===== config.mk =====
export PLATFORM = sky130hd
export DESIGN_NAME = alarm_mask_and_timing_trim_regs
export DESIGN_NICKNAME = d
export VERILOG_FILES = /design/src/core/alarm_trim_pkg.sv /design/src/core/alarm_mask_and_timing_trim_regs.sv
export SDC_FILE = /design/constraint.sdc
export NUM_CORES = 1
export LEC_CHECK = 0
export BUFFER_PORTS_ARGS = -buffer_cell sky130_fd_sc_hd__buf_2
export CAP_MARGIN = 30
export CORE_ASPECT_RATIO = 1.1
export CORE_MARGIN = 1
export CORE_UTILIZATION = 53
export CTS_CLUSTER_DIAMETER = 60
export CTS_CLUSTER_SIZE = 25
export DETAILED_ROUTE_END_ITERATION = 8
export PLACE_DENSITY = 0.92
export SLEW_MARGIN = 25
export SYNTH_ARGS = -nofsm -noshare
export SYNTH_HDL_FRONTEND = slang
export SYNTH_SLANG_ARGS = --single-unit

===== constraint.sdc =====
create_clock -name clk_i -period 5.1 [get_ports clk_i]
set_input_delay 0.51 -clock clk_i [delete_from_list [all_inputs] [get_ports clk_i]]
set_output_delay 0.51 -clock clk_i [all_outputs]
set_load 0.02 [all_outputs]

===== src/core/alarm_trim_pkg.sv =====
package alarm_trim_pkg;

	// ----------------------------------------------------------------
	// Register indices (byte address is four times the index)
	// ----------------------------------------------------------------
	localparam logic [9:0] IDX_ALARM_SUMMARY = 10'h2C0;
	localparam logic [9:0] IDX_ALARM_FLAG = 10'h2C1;
	localparam logic [9:0] IDX_ALARM_GATE = 10'h2C2;
	localparam logic [9:0] IDX_LANE_FLAGS = 10'h2C4;
	localparam logic [9:0] IDX_TRIM_A_DUAL = 10'h310;
	localparam logic [9:0] IDX_TRIM_B_DUAL = 10'h313;
	localparam logic [9:0] IDX_TRIM_A_SINGLE_INA = 10'h314;

	// ----------------------------------------------------------------
	// Field positions and widths
	// ----------------------------------------------------------------
	localparam int ALARM_SRC_W = 6;
	localparam int LANE_CNT = 16;
	localparam int TRIM_W = 8;
	localparam int GATE_W = 8;
	localparam int ADDR_W = 12;
	localparam int DATA_W = 32;
	localparam int LANE_FIFO_BIT = 5;
	localparam int PLL_LOCK_BIT = 4;
	localparam int LINK_STATE_BIT = 3;
	localparam int CLOCK_REALIGN_BIT = 2;
	localparam int PHASE_ACCUM_BIT = 1;
	localparam int DIVIDER_MISMATCH_BIT = 0;

	// ----------------------------------------------------------------
	// Reset values
	// ----------------------------------------------------------------
	localparam logic [7:0] ALARM_GATE_RESET = 8'h3F;
	localparam logic [5:0] ALARM_FLAG_RESET = 6'h3F;
	localparam logic [15:0] LANE_FLAGS_RESET = 16'hFFFF;
	localparam logic [7:0] TRIM_RESET = 8'h00;

	// ----------------------------------------------------------------
	// Carriers
	// ----------------------------------------------------------------
	typedef struct packed {
		logic psel;
		logic penable;
		logic pwrite;
		logic [ADDR_W-1:0] paddr;
		logic [DATA_W-1:0] pwdata;
	} apb_req_s;

	typedef struct packed {
		logic pready;
		logic pslverr;
		logic [DATA_W-1:0] prdata;
	} apb_rsp_s;

	typedef struct packed {
		logic dual_channel;
		logic fg_cal_en;
		logic sample_input_pair_a;
	} conv_mode_s;

	typedef struct packed {
		logic [TRIM_W-1:0] a_dual;
		logic [TRIM_W-1:0] b_dual;
		logic [TRIM_W-1:0] a_single_ina;
	} trim_fuse_s;

	typedef struct packed {
		logic a_valid;
		logic [TRIM_W-1:0] a_value;
		logic b_valid;
		logic [TRIM_W-1:0] b_value;
	} trim_out_s;

endpackage


===== src/core/alarm_mask_and_timing_trim_regs.sv =====
// Overview of operation
// - Lane-FIFO gate bit set keeps lane-FIFO alarm out of the summary.
// - PLL-lock gate bit set keeps PLL lock-lost alarm out of the summary.
// - Link gate bit set keeps the link alarm out of the summary.
// - Realign gate bit set keeps clock-realign alarm out of the summary.
// - Phase-accumulator gate bit set keeps phase alarm out of the summary.
// - Divider gate bit set keeps divider-mismatch alarm out of the summary.
// - Alarm gate register resets to 0x3F, upper two bits zero.
// - Lane i overflow or underflow sets lane flag bit i, sixteen lanes.
// - Writing one to a lane flag clears it; zero leaves it.
// - A lane condition still present re-sets its flag at once.
// - Writing one to the lane-FIFO status bit clears all lane flags.
// - Lane flag register resets to 0xFFFF.
// - Each trim register holds an 8-bit sampling-instant value per core and mode.
// - Trims load factory values; software reads them back and overwrites them.
// - Core A dual-channel trim applies to core A in dual-channel mode.
// - Core B dual trim applies in dual-channel mode with foreground calibration.
// - Core A single trim applies in single mode, calibration on, input pair A.
// - Summary alarm is one when any unmasked status bit is set.
// - Any lane FIFO fault sets the lane-FIFO status bit; writing one clears it.
//
// Our own choice: the APB slave port.
`timescale 1ns/1ps
module alarm_mask_and_timing_trim_regs
	import alarm_trim_pkg::*;
(
	input wire logic clk_i, // 40 MHz clock
	input wire logic rst_i, // Synchronous reset, active high
	input wire apb_req_s apb_i, // APB request
	output apb_rsp_s apb_o, // APB response
	input wire logic [ALARM_SRC_W-2:0] alarm_src_i, // Alarm events, bits 4..0
	input wire logic [LANE_CNT-1:0] lane_fifo_err_i, // Per-lane FIFO fault
	input wire trim_fuse_s fuse_i, // Factory trim values
	input wire conv_mode_s mode_i, // Converter operating mode
	output trim_out_s trim_o, // Applied trims per core
	output logic summary_alarm_o // Unmasked alarm summary
);

	// ----------------------------------------------------------------
	// Helpers
	// ----------------------------------------------------------------
	function automatic logic [LANE_CNT-1:0] sticky_next(
		input logic [LANE_CNT-1:0] cur,
		input logic [LANE_CNT-1:0] set,
		input logic [LANE_CNT-1:0] clr
	);
		sticky_next = (cur & ~clr) | set;
	endfunction

	function automatic logic [DATA_W-1:0] zext8(input logic [7:0] v);
		zext8 = {{(DATA_W-8){1'b0}}, v};
	endfunction

	// ----------------------------------------------------------------
	// Bus decode
	// ----------------------------------------------------------------
	logic [9:0] idx;
	logic aligned;
	logic setup_ph;
	logic wr_en;
	logic mapped;
	logic [7:0] alarm_gate_register;
	logic [ALARM_SRC_W-1:0] alarm_flag_register;
	logic [LANE_CNT-1:0] per_lane_fifo_flags;
	logic [TRIM_W-1:0] core_a_dual_timing_trim;
	logic [TRIM_W-1:0] core_b_dual_timing_trim;
	logic [TRIM_W-1:0] core_a_single_ina_timing_trim;
	logic trim_loaded;
	logic [ALARM_SRC_W-1:0] alarm_set;
	logic [LANE_CNT-1:0] lane_clr;
	logic [LANE_CNT-1:0] flag_clr;
	logic [LANE_CNT-1:0] next_lane_flags;
	logic [LANE_CNT-1:0] next_alarm_flags;
	logic [DATA_W-1:0] next_rdata;
	logic pending_alarm;
	logic [DATA_W-1:0] read_word;
	logic read_err;

	assign idx = apb_i.paddr[ADDR_W-1:2];
	assign aligned = (apb_i.paddr[1:0] == 2'h0);
	assign setup_ph = apb_i.psel & ~apb_i.penable;
	assign wr_en = apb_i.psel & apb_i.penable & apb_i.pwrite & mapped;

	always_comb begin
		mapped = 1'b0;
		next_rdata = '0;
		if (aligned) begin
			case (idx)
				IDX_ALARM_SUMMARY: begin
					mapped = 1'b1;
					next_rdata = zext8({7'h00, pending_alarm});
				end
				IDX_ALARM_FLAG: begin
					mapped = 1'b1;
					next_rdata = zext8({2'h0, alarm_flag_register});
				end
				IDX_ALARM_GATE: begin
					mapped = 1'b1;
					next_rdata = zext8(alarm_gate_register);
				end
				IDX_LANE_FLAGS: begin
					mapped = 1'b1;
					next_rdata = {16'h0000, per_lane_fifo_flags};
				end
				IDX_TRIM_A_DUAL: begin
					mapped = 1'b1;
					next_rdata = zext8(core_a_dual_timing_trim);
				end
				IDX_TRIM_B_DUAL: begin
					mapped = 1'b1;
					next_rdata = zext8(core_b_dual_timing_trim);
				end
				IDX_TRIM_A_SINGLE_INA: begin
					mapped = 1'b1;
					next_rdata = zext8(core_a_single_ina_timing_trim);
				end
				default: begin
					mapped = 1'b0;
					next_rdata = '0;
				end
			endcase
		end
	end

	// ----------------------------------------------------------------
	// APB response: zero wait, data captured in setup
	// ----------------------------------------------------------------
	assign apb_o = '{pready: 1'b1, pslverr: read_err, prdata: read_word};

	always_ff @(posedge clk_i) begin
		if (rst_i) begin
			read_word <= '0;
			read_err <= 1'b0;
		end else if (setup_ph) begin
			read_word <= apb_i.pwrite ? '0 : next_rdata;
			read_err <= ~mapped;
		end
	end

	// ----------------------------------------------------------------
	// Alarm gate register
	// ----------------------------------------------------------------
	always_ff @(posedge clk_i) begin
		if (rst_i) begin
			alarm_gate_register <= ALARM_GATE_RESET;
		end else if (wr_en && idx == IDX_ALARM_GATE) begin
			alarm_gate_register <= apb_i.pwdata[GATE_W-1:0];
		end
	end

	// ----------------------------------------------------------------
	// Alarm flag register, sticky, write one to clear, set wins
	// ----------------------------------------------------------------
	assign alarm_set = {|lane_fifo_err_i, alarm_src_i};
	assign flag_clr = (wr_en && idx == IDX_ALARM_FLAG) ?
		{10'h000, apb_i.pwdata[ALARM_SRC_W-1:0]} : '0;
	assign next_alarm_flags = sticky_next({10'h000, alarm_flag_register},
		{10'h000, alarm_set}, flag_clr);

	always_ff @(posedge clk_i) begin
		if (rst_i) begin
			alarm_flag_register <= ALARM_FLAG_RESET;
		end else begin
			alarm_flag_register <= next_alarm_flags[ALARM_SRC_W-1:0];
		end
	end

	// ----------------------------------------------------------------
	// Summary alarm
	// ----------------------------------------------------------------
	// Gate bit 1 removes the source from the summary
	assign pending_alarm = |(alarm_flag_register & ~alarm_gate_register[ALARM_SRC_W-1:0]);

	always_ff @(posedge clk_i) begin
		if (rst_i) begin
			summary_alarm_o <= 1'b0;
		end else begin
			summary_alarm_o <= pending_alarm;
		end
	end

	// ----------------------------------------------------------------
	// Per-lane FIFO flags
	// ----------------------------------------------------------------
	always_comb begin
		lane_clr = '0;
		if (wr_en && idx == IDX_LANE_FLAGS) begin
			lane_clr = apb_i.pwdata[LANE_CNT-1:0];
		end
		if (wr_en && idx == IDX_ALARM_FLAG && apb_i.pwdata[LANE_FIFO_BIT]) begin
			lane_clr = '1;
		end
	end

	// Live fault overrides the clear in the same cycle
	assign next_lane_flags = sticky_next(per_lane_fifo_flags, lane_fifo_err_i, lane_clr);

	always_ff @(posedge clk_i) begin
		if (rst_i) begin
			per_lane_fifo_flags <= LANE_FLAGS_RESET;
		end else begin
			per_lane_fifo_flags <= next_lane_flags;
		end
	end

	// ----------------------------------------------------------------
	// Timing trims: factory load once after reset, then software
	// ----------------------------------------------------------------
	always_ff @(posedge clk_i) begin
		if (rst_i) begin
			trim_loaded <= 1'b0;
		end else begin
			trim_loaded <= 1'b1;
		end
	end

	always_ff @(posedge clk_i) begin
		if (rst_i) begin
			core_a_dual_timing_trim <= TRIM_RESET;
			core_b_dual_timing_trim <= TRIM_RESET;
			core_a_single_ina_timing_trim <= TRIM_RESET;
		end else if (!trim_loaded) begin
			core_a_dual_timing_trim <= fuse_i.a_dual;
			core_b_dual_timing_trim <= fuse_i.b_dual;
			core_a_single_ina_timing_trim <= fuse_i.a_single_ina;
		end else if (wr_en) begin
			if (idx == IDX_TRIM_A_DUAL) begin
				core_a_dual_timing_trim <= apb_i.pwdata[TRIM_W-1:0];
			end
			if (idx == IDX_TRIM_B_DUAL) begin
				core_b_dual_timing_trim <= apb_i.pwdata[TRIM_W-1:0];
			end
			if (idx == IDX_TRIM_A_SINGLE_INA) begin
				core_a_single_ina_timing_trim <= apb_i.pwdata[TRIM_W-1:0];
			end
		end
	end

	// ----------------------------------------------------------------
	// Trim selection per core and mode
	// ----------------------------------------------------------------
	always_ff @(posedge clk_i) begin
		if (rst_i) begin
			trim_o <= '0;
		end else begin
			trim_o.a_valid <= 1'b0;
			trim_o.a_value <= TRIM_RESET;
			trim_o.b_valid <= 1'b0;
			trim_o.b_value <= TRIM_RESET;
			if (mode_i.dual_channel) begin
				trim_o.a_valid <= 1'b1;
				trim_o.a_value <= core_a_dual_timing_trim;
				if (mode_i.fg_cal_en) begin
					trim_o.b_valid <= 1'b1;
					trim_o.b_value <= core_b_dual_timing_trim;
				end
			end else if (mode_i.fg_cal_en && mode_i.sample_input_pair_a) begin
				trim_o.a_valid <= 1'b1;
				trim_o.a_value <= core_a_single_ina_timing_trim;
			end
		end
	end
endmodule


==> results of run 1 <==
cells by family (layout without fill, tap and decap cells):
family | count (synthesis) | count (layout)
muxes | 42 | 42
buffers and inverters | 51 | 142
AOI/OAI and AO/OA | 104 | 104
DFF | 91 | 91
and+or+nand+nor | 156 | 156
other | 2 | 17
worst max-delay path, cell delays in order:
cell     delay [ns]
buf_2          0.11
nor2b_1        0.37
nand2_2        0.19
nor4_4         0.75
nand2_1        0.16
a311o_1        0.39
per-layer routing:
metal	vias to the layer above	GRT usage	routed length (um)
li1	1800	-	-
met1	1861	0.3528	4707
met2	207	0.4894	5795
met3	47	0.05420	732
met4	0	0.1250	403
met5	-	0	0
through the flow:
stage	instances	total power, mW	setup slack [ns]	utilization	hold slack [ns]
floorplan	461	0.8524	3.070	-	0.4359
global placement	642	0.9048	2.596	0.6242	0.4354
detailed placement	642	0.9094	2.511	0.6242	0.4407
CTS	657	1.392	2.884	0.6508	0.3311
global route	657	1.436	2.751	0.6508	0.3423
finish	657	1.395	2.855	0.6508	0.3329
final cells by class:
type / count / share of cell area
clock buffers: 10 / 0.02814
repair buffers: 118 / 0.1218
flip-flops and latches: 91 / 0.3725
multi-input cells: 319 / 0.4311
inverters: 9 / 0.006907
well taps: 105 / 0.02686
clock inverters: 5 / 0.01279
registers in the layout, summed over array words and instances, names as in the netlist:
register / cells
trim_o: 18
per_lane_fifo_flags: 16
read_word: 16
alarm_gate_register: 8
core_a_dual_timing_trim: 8
core_a_single_ina_timing_trim: 8
core_b_dual_timing_trim: 8
alarm_flag_register: 6
read_err: 1
summary_alarm_o: 1
trim_loaded: 1
placed cells by master (no fill, tap or decap), types with 3 or more instances in the layout:
master,count
a211oi_1,24
nand4_1,3
clkbuf_8,10
nand2_1,46
dfxtp_1,91
and3_1,3
nor2_1,56
o22ai_1,6
o21ai_0,13
nand2_2,3
nand3_1,5
nor2b_1,5
a2bb2oi_1,5
conb_1,17
a22oi_1,20
nor4_1,5
a21oi_1,6
buf_2,116
nor4_4,3
a311o_1,15
and2_1,8
a211o_1,6
inv_1,8
mux2i_1,41
path summary, 6_finish.rpt:
kind / startpoint / slack (ns) / cells after the start / endpoint
setup / recovery: apb_i[39] / 2.86 / 6 / per_lane_fifo_flags[2]$_SDFF_PP1_
setup reg to reg: alarm_flag_register[3]$_SDFF_PP1_ / 3.73 / 5 / read_word[3]$_SDFFE_PP0P_
hold / removal: alarm_src_i[1] / 0.33 / 2 / alarm_flag_register[1]$_SDFF_PP1_
hold reg to reg: read_word[1]$_SDFFE_PP0P_ / 0.46 / 2 / read_word[1]$_SDFFE_PP0P_
power groups by stage:
stage | logic, mW | registers, mW | clock network, mW
2_1_floorplan | 0.0926 | 0.760 | 0
3_3_place_gp | 0.148 | 0.757 | 0
3_5_place_dp | 0.151 | 0.758 | 0
4_1_cts | 0.153 | 0.742 | 0.497
5_1_grt | 0.168 | 0.744 | 0.524
6_report | 0.156 | 0.742 | 0.497
synthesized netlist by cell type, drive strengths merged (10+ instances only):
| cell | n |
|---|---|
| dfxtp | 91 |
| nor2 | 58 |
| nand2 | 49 |
| mux2i | 41 |
| buf | 25 |
| a211oi | 24 |
| a22oi | 20 |
| clkbuf | 17 |
| a311o | 15 |
| o21ai | 13 |
| and2 | 10 |
==> flow_metrics.env, run 1 <==
export IMPL_synth_mux_area_frac=0.1018
export IMPL_drive_above_1_share=0.2736
export IMPL_p_switching_mw=0.3699
export IMPL_cts_path_max_buffers=2
export IMPL_drc=0
export IMPL_drtAntennaViolNets=0
export IMPL_area_growth_pct=18.10
export IMPL_ioPinCount=150
export IMPL_post_route_min_period_ns=2.245
export IMPL_postCtsHoldBufs=0
export IMPL_max_clock_freq_ghz=0.4455
export IMPL_routabilityCongestion=0.9046
export IMPL_hpwl_um=8357
export IMPL_synth_seq_cells=91
export IMPL_crit_arrival_ns=2.49
export IMPL_dieArea_sq_um=8172
export IMPL_multi_input_area_sq_um=2108
export IMPL_cts_resized=0
export IMPL_grt_start_max_net_pins=61
export IMPL_die_y_um=94.71
export IMPL_clk_latency_ns=0.36
export IMPL_status="finished, final reports clean"
export IMPL_skew_ns=0.01348
export IMPL_fp_row_count=33
export IMPL_cts_sinks=91
export IMPL_yosys_area_top_type="dfxtp_1"
export IMPL_ctsHtreeMaxLevel=3
export IMPL_cts_root_buf="clkbuf_8"
export IMPL_diodes=0
export IMPL_cp_required_ns=5.34
export IMPL_wl_um=11640
export IMPL_cts_tree="yes"
export IMPL_setup_violations=0
export IMPL_p_comb_frac=0.111
export IMPL_min_period_over_period=0.4401
export IMPL_post_cts_setup_buffer_count=0
export IMPL_grt_overflow_total=0
export IMPL_power_density_nw_per_um2=285.3
export IMPL_syn_area_sq_um=4141
export IMPL_cp_start_kind="input pin"
export IMPL_path_clk_slew_ns=0.08
export IMPL_synth_fa_ha_area_frac=0
export IMPL_final_hold_viol_count=0
export IMPL_synth_ff_type="dfxtp_1"
export IMPL_slew_headroom=0.3863
export IMPL_ys_types=50
export IMPL_synth_top_area_share=0.4399
export IMPL_synth_top_family_by_area="simple AND/OR/NAND/NOR gates"
export IMPL_synthCells=446
export IMPL_grt_pass1_wl_um=17800
export IMPL_fillCellCount=655
export IMPL_via_per_inst=5.959
export IMPL_critPathMaxFanout=16
export IMPL_first_global_vias=3572
export IMPL_grtUsageTotal=0.2869
export IMPL_yosysSeqAreaShare=0.4399
export IMPL_min_delay_path_class="in -> reg"
export IMPL_fin_area_sq_um=4891
export IMPL_coreArea_sq_um=7515
export IMPL_yosys_warnings=0
export IMPL_dr_first_iter_drc_count=366
export IMPL_vdd_ir_drop_max_uv=150.4
export IMPL_drv_slew=0
export IMPL_pwr_share_seq=0.532
export IMPL_p_leak_nw=1.989
export IMPL_wl_per_cell_um=17.71
export IMPL_die_x_um=86.29
export IMPL_nets=645
export IMPL_synth_compound_area_frac=0.1903
export IMPL_synth_simple_gate_area_frac=0.2015
export IMPL_synth_xor_area_share=0
export IMPL_rsz0062_at_grt="false"
export IMPL_final_seq_area_sq_um=1822
export IMPL_start_util=0.5511
export IMPL_num_vias=3915
export IMPL_port_buffers=116
export IMPL_synth_edf_count=0
export IMPL_swShare=0.2651
export IMPL_placed_cell_area_sq_um=4691
export IMPL_ys_async_sr_fraction=0
export IMPL_crit_path_end_kind="flop"
export IMPL_first_pass_iters=6
export IMPL_power_share_clock=0.357
export IMPL_antenna_found_initial=0
export IMPL_internal_power_mw=1.025
export IMPL_fin_setup_tns_ns=0
export IMPL_avgSynthCellArea_sq_um=9.286
export IMPL_numCtsBuffers=9
export IMPL_ys_top_cells_by_area="dfxtp_1 (44%), mux2i_1 (9.9%), nor2_1 (5.1%)"
export IMPL_criticalPathCategory="in -> reg"
export IMPL_max_cap_violations=0
export IMPL_worst_pin_slew_ns=0.9155
No activity file was read; power rests on OpenSTA's default activity.
==> inputs of run 2 (changes only) <==
--- a/config.mk
+++ b/config.mk
@@ -9,11 +9,11 @@
 export CAP_MARGIN = 30
 export CORE_ASPECT_RATIO = 1.1
 export CORE_MARGIN = 1
-export CORE_UTILIZATION = 53
+export CORE_UTILIZATION = 45
 export CTS_CLUSTER_DIAMETER = 60
 export CTS_CLUSTER_SIZE = 25
 export DETAILED_ROUTE_END_ITERATION = 8
-export PLACE_DENSITY = 0.92
+export PLACE_DENSITY = 0.84
 export SLEW_MARGIN = 25
 export SYNTH_ARGS = -nofsm -noshare
 export SYNTH_HDL_FRONTEND = slang
==> constraint.sdc (replaced) <==
create_clock -name clk_i -period 2 [get_ports clk_i]
set_input_delay 0.2 -clock clk_i [delete_from_list [all_inputs] [get_ports clk_i]]
set_output_delay 0.2 -clock clk_i [all_outputs]
set_load 0.02 [all_outputs]
==> run 2 against run 1 <==
Effect of this change: critical path depth rose by 1; sequential power rose to 2.5 times the previous value; critical endpoint is now alarm_flag_register[1]$_SDFF_PP1_; highest routed layer unchanged; non-clock buffer count is 22 higher; utilization shrank 7.8 points.
==> flow_metrics.env, run 2 (synthesized netlist as in run 1, its figures left out) <==
export IMPL_first_pass_iters=5
export IMPL_drtAntennaViolNets=0
export IMPL_post_route_min_period_ns=1.531
export IMPL_vdd_ir_drop_max_uv=405.4
export IMPL_final_common_cell="buf_2"
export IMPL_hp_start="alarm_src_i[2]"
export IMPL_power_density_nw_per_um2=726.4
export IMPL_cp_required_ns=2.26
export IMPL_fin_util=0.5727
export IMPL_diodes=0
export IMPL_reg_top3="trim_o (18), per_lane_fifo_flags (16), read_word (16)"
export IMPL_cts_path_max_buffers=2
export IMPL_grt_overflow_total=0
export IMPL_numCtsBuffers=9
export IMPL_r2r_slack_ns=0.67
export IMPL_critPathMaxFanout=5
export IMPL_num_vias=3855
export IMPL_r2r_start="alarm_flag_register[3]$_SDFF_PP1_"
export IMPL_via_per_inst=5.595
export IMPL_max_clock_freq_ghz=0.6530
export IMPL_rsz0062_at_grt="false"
export IMPL_largest_register="trim_o"
export IMPL_fin_hold_ws_ns=0.01346
export IMPL_drc=0
export IMPL_min_path_cells=2
export IMPL_nets=667
export IMPL_routabilityCongestion=0.9040
export IMPL_antenna_found_initial=0
export IMPL_fin_setup_tns_ns=0
export IMPL_mostFrequentLayoutCells="buf_2 (116), dfxtp_1 (91), nor2_1 (56)"
export IMPL_cts_sinks=91
export IMPL_drv_slew=0
export IMPL_cp_start_kind="input pin"
export IMPL_post_cts_setup_buffer_count=0
export IMPL_skew_ns=0.005941
export IMPL_postCtsHoldBufs=0
export IMPL_fin_total_pwr_mw=3.710
export IMPL_crit_arrival_ns=1.79
export IMPL_cts_resized=0
export IMPL_grt_pass1_wl_um=18350
export IMPL_p_leak_nw=2.124
export IMPL_cp_startpoint="apb_i[38]"
export IMPL_fp_row_count=36
export IMPL_rr_worst_depth=5
export IMPL_wl_per_cell_um=17.09
export IMPL_dr_first_iter_drc_count=249
export IMPL_hpwl_um=8921
export IMPL_status="finished, final reports clean"
export IMPL_area_growth_pct=23.32
export IMPL_crit_path_end_kind="flop"
export IMPL_die_y_um=102.6
export IMPL_coreArea_sq_um=8919
export IMPL_min_period_over_period=0.7657
export IMPL_largest_reg_flops=18
export IMPL_path_clk_slew_ns=0.08
export IMPL_final_hold_viol_count=0
export IMPL_wl_um=11770
export IMPL_ioPinCount=150
export IMPL_criticalPathCategory="in -> reg"
export IMPL_start_util=0.4644
export IMPL_grtUsageTotal=0.2508
export IMPL_die_x_um=93.47
export IMPL_fillCellCount=792
export IMPL_clk_latency_ns=0.37
export IMPL_drive_above_1_share=0.3009
export IMPL_dieArea_sq_um=9591
export IMPL_grt_start_max_net_pins=49
export IMPL_min_delay_path_class="in -> reg"
export IMPL_first_global_vias=3699
export IMPL_cts_tree="yes"
export IMPL_cts_root_buf="clkbuf_8"
export IMPL_port_buffers=116
export IMPL_max_cap_violations=0
export IMPL_ctsHtreeMaxLevel=3
export IMPL_setup_violations=0
-- run 2: changes by cell type in the layout (fill, tap and decap cells not counted), sizes merged --
cell / delta
clkinvlp: -1
clkbuf: +2
buf: +22
inv: -1
bufinv: +1
-- run 2: critical path, stage by stage --
cell,delay (ns)
buf_2,0.11
and4bb_2,0.37
and4_1,0.27
and2_0,0.32
buf_4,0.18
nand2_1,0.05
a211o_1,0.29
-- run 2: worst paths after layout --
| path | to |
|---|---|
| max | alarm_flag_register[1]$_SDFF_PP1_ |
| min | alarm_flag_register[2]$_SDFF_PP1_ |
| max reg2reg | read_word[3]$_SDFFE_PP0P_ |
| min reg2reg | read_word[1]$_SDFFE_PP0P_ |
-- run 2: layout make-up --
| class | instances | area [sq um] | share of cell area |
|---|---|---|---|
| Clock buffer | 12 | 155.1 | 0.03038 |
| Sequential cell | 91 | 1822 | 0.3567 |
| Timing Repair Buffer | 140 | 773.2 | 0.1514 |
| Clock inverter | 4 | 72.57 | 0.01421 |
| Tap cell | 114 | 142.6 | 0.02793 |
| Inverter | 9 | 33.78 | 0.006614 |
| Multi-Input combinational cell | 319 | 2108 | 0.4128 |
-- run 2: power by group --
group | internal (mW) | switching (mW)
clock | 0.771 | 0.639
sequential | 1.86 | 0.0322
combinational | 0.157 | 0.253
total | 2.79 | 0.924
-- run 2: routing by layer --
layer	up-vias	track usage	wire length (um)
met4	0	0.1266	301
met1	1852	0.3013	4763
met2	137	0.4316	6041
li1	1845	-	-
met5	-	0	0
met3	21	0.04646	667
-- run 2: stage by stage --
| step | area, sq um | instances | setup slack, ns |
|---|---|---|---|
| finish | 5107 | 689 | 0.4686 |
| global route | 5107 | 689 | 0.4116 |
| CTS | 5107 | 689 | 0.4978 |
| detailed placement | 4880 | 673 | 0.1173 |
| global placement | 4880 | 673 | 0.1465 |
| floorplan | 4198 | 461 | 0.2800 |
==> inputs of run 3 (changes only) <==
--- a/config.mk
+++ b/config.mk
@@ -9,11 +9,11 @@
 export CAP_MARGIN = 30
 export CORE_ASPECT_RATIO = 1.1
 export CORE_MARGIN = 1
-export CORE_UTILIZATION = 45
+export CORE_UTILIZATION = 50
 export CTS_CLUSTER_DIAMETER = 60
 export CTS_CLUSTER_SIZE = 25
 export DETAILED_ROUTE_END_ITERATION = 8
-export PLACE_DENSITY = 0.84
+export PLACE_DENSITY = 0.88
 export SLEW_MARGIN = 25
 export SYNTH_ARGS = -nofsm -noshare
 export SYNTH_HDL_FRONTEND = slang
==> constraint.sdc (replaced) <==
create_clock -name clk_i -period 1.5 [get_ports clk_i]
set_input_delay 0.15 -clock clk_i [delete_from_list [all_inputs] [get_ports clk_i]]
set_output_delay 0.15 -clock clk_i [all_outputs]
set_load 0.02 [all_outputs]
==> run 3 against run 2 <==
Effect of this change: first-iteration DRC count shrank 2.8%; register-to-register slack got worse by 0.60 ns; routed wire length up 6.8%; critical endpoint is now read_word[3]$_SDFFE_PP0P_; largest power group unchanged.
==> flow_metrics.env, run 3 (synthesized netlist as in run 1, its figures left out) <==
export IMPL_cts_root_buf="clkbuf_8"
export IMPL_die_x_um=88.78
export IMPL_hpwl_um=9263
export IMPL_path_clk_slew_ns=0.10
export IMPL_grt_start_max_net_pins=49
export IMPL_via_per_inst=5.679
export IMPL_coreArea_sq_um=7955
export IMPL_drv_slew=0
export IMPL_area_growth_pct=33.57
export IMPL_dr_first_iter_drc_count=242
export IMPL_r2r_end="read_word[3]$_SDFFE_PP0P_"
export IMPL_status="finished, final reports clean"
export IMPL_hp_start="lane_fifo_err_i[4]"
export IMPL_fin_util=0.6953
export IMPL_multi_input_area_sq_um=2138
export IMPL_ctsHtreeMaxLevel=3
export IMPL_wl_per_cell_um=17.34
export IMPL_cts_path_max_buffers=2
export IMPL_min_period_over_period=0.9523
export IMPL_fin_total_pwr_mw=4.793
export IMPL_wl_um=12570
export IMPL_drc=0
export IMPL_max_stage_delay_ns=0.36
export IMPL_max_clock_freq_ghz=0.7001
export IMPL_crit_path_end_kind="flop"
export IMPL_post_cts_setup_buffer_count=0
export IMPL_post_route_min_period_ns=1.428
export IMPL_antenna_found_initial=0
export IMPL_min_path_cells=2
export IMPL_setup_violations=0
export IMPL_skew_ns=0.01495
export IMPL_drive_above_1_share=0.3241
export IMPL_cp_required_ns=1.75
export IMPL_first_pass_iters=5
export IMPL_grt_pass1_wl_um=19710
export IMPL_start_util=0.5206
export IMPL_grtUsageTotal=0.3010
export IMPL_vdd_ir_drop_max_uv=593.7
export IMPL_fp_row_count=34
export IMPL_cts_tree="yes"
export IMPL_rsz0062_at_grt="false"
export IMPL_place_ws_ns=-0.2146
export IMPL_rr_worst_depth=5
export IMPL_placed_cell_area_sq_um=5150
export IMPL_largest_register="trim_o"
export IMPL_diodes=0
export IMPL_worst_path_buf_inv=0
export IMPL_cp_start_kind="flop"
export IMPL_ioPinCount=150
export IMPL_critPathMaxFanout=3
export IMPL_final_hold_viol_count=0
export IMPL_fillCellCount=607
export IMPL_reg_top3="trim_o (18), per_lane_fifo_flags (16), read_word (16)"
export IMPL_max_cap_violations=0
export IMPL_drtAntennaViolNets=0
export IMPL_clk_latency_ns=0.38
export IMPL_die_y_um=97.46
export IMPL_routabilityCongestion=0.9059
export IMPL_r2r_slack_ns=0.07
export IMPL_first_global_vias=4085
export IMPL_p_leak_nw=2.356
export IMPL_nets=709
export IMPL_num_vias=4117
export IMPL_mostFrequentLayoutCells="buf_2 (116), dfxtp_1 (91), nor2_1 (56)"
export IMPL_dieArea_sq_um=8652
export IMPL_cts_sinks=91
export IMPL_final_seq_area_sq_um=1822
export IMPL_power_density_nw_per_um2=866.5
export IMPL_numCtsBuffers=9
export IMPL_grt_overflow_total=0
export IMPL_cp_top_family="compound AO/OA/AOI/OAI gates"
export IMPL_min_delay_path_class="in -> reg"
export IMPL_port_buffers=116
export IMPL_crit_arrival_ns=1.68
export IMPL_finalWorstSetupSlack_ns=0.07158
export IMPL_cp_slowest_cell="dfxtp_1"
export IMPL_r2r_start="alarm_flag_register[3]$_SDFF_PP1_"
export IMPL_final_common_cell="buf_2"
export IMPL_fin_area_sq_um=5532
export IMPL_cp_startpoint="alarm_flag_register[3]$_SDFF_PP1_"
export IMPL_criticalPathCategory="reg -> reg"
export IMPL_holdPathEnd="per_lane_fifo_flags[4]$_SDFF_PP1_"
export IMPL_path_cells="and3b_1 -> a31oi_1 -> o32ai_1 -> a222oi_1 -> o21ai_0"
export IMPL_largest_reg_flops=18
run 3: report_power, final:
part	switching [mW]	internal, mW
combinational	0.362	0.278
sequential	0.0486	2.48
clock	0.978	0.648
total	1.39	3.40
run 3: worst max path at each step:
stage | to | slack, ns | cells after the start
final | read_word[3]$_SDFFE_PP0P_ | 0.07 | 5
after global routing | read_word[3]$_SDFFE_PP0P_ | 0.007 | 5
after CTS | read_word[3]$_SDFFE_PP0P_ | 0.08 | 5
after detailed placement | core_a_dual_timing_trim[6]$_SDFFE_PP0P_ | -0.21 | 6
after global placement | per_lane_fifo_flags[1]$_SDFF_PP1_ | -0.13 | 7
after floorplan | per_lane_fifo_flags[5]$_SDFF_PP1_ | 0.004 | 6
run 3: through the flow:
step / hold slack (ns) / setup TNS [ns] / cells
3_3_place_gp: 0.3314 / -4.601 / 690
5_1_grt: 0.002828 / 0 / 725
2_1_floorplan: 0.2444 / 0 / 461
6_report: 0.01938 / 0 / 725
4_1_cts: 0.002519 / 0 / 725
3_5_place_dp: 0.3381 / -7.363 / 690
run 3: routing by layer:
layer	wire length, um	GRT usage
met1	4953	0.3514
met2	6175	0.5071
met3	919	0.07137
met4	520	0.1452
met5	0	0
run 3: area by class of cell:
class,count,area share
inverters,9,0.006107
repair buffers,182,0.2190
well taps,108,0.02443
clock buffers,9,0.02239
multi-input cells,319,0.3866
flip-flops and latches,91,0.3293
clock inverters,7,0.01221
run 3: worst register-to-register path, delay by kind of cell, from the launching register on:
family / cells / cell delay (ns)
AO/OA/AOI/OAI: 4 / 0.78
flip-flops: 1 / 0.36
AND/OR/NAND/NOR: 1 / 0.19
run 3: repair_timing:
item                      4_1_cts  5_1_grt
hold endpoints to repair       20        0
hold buffers                   19        0
resized for setup               0        0
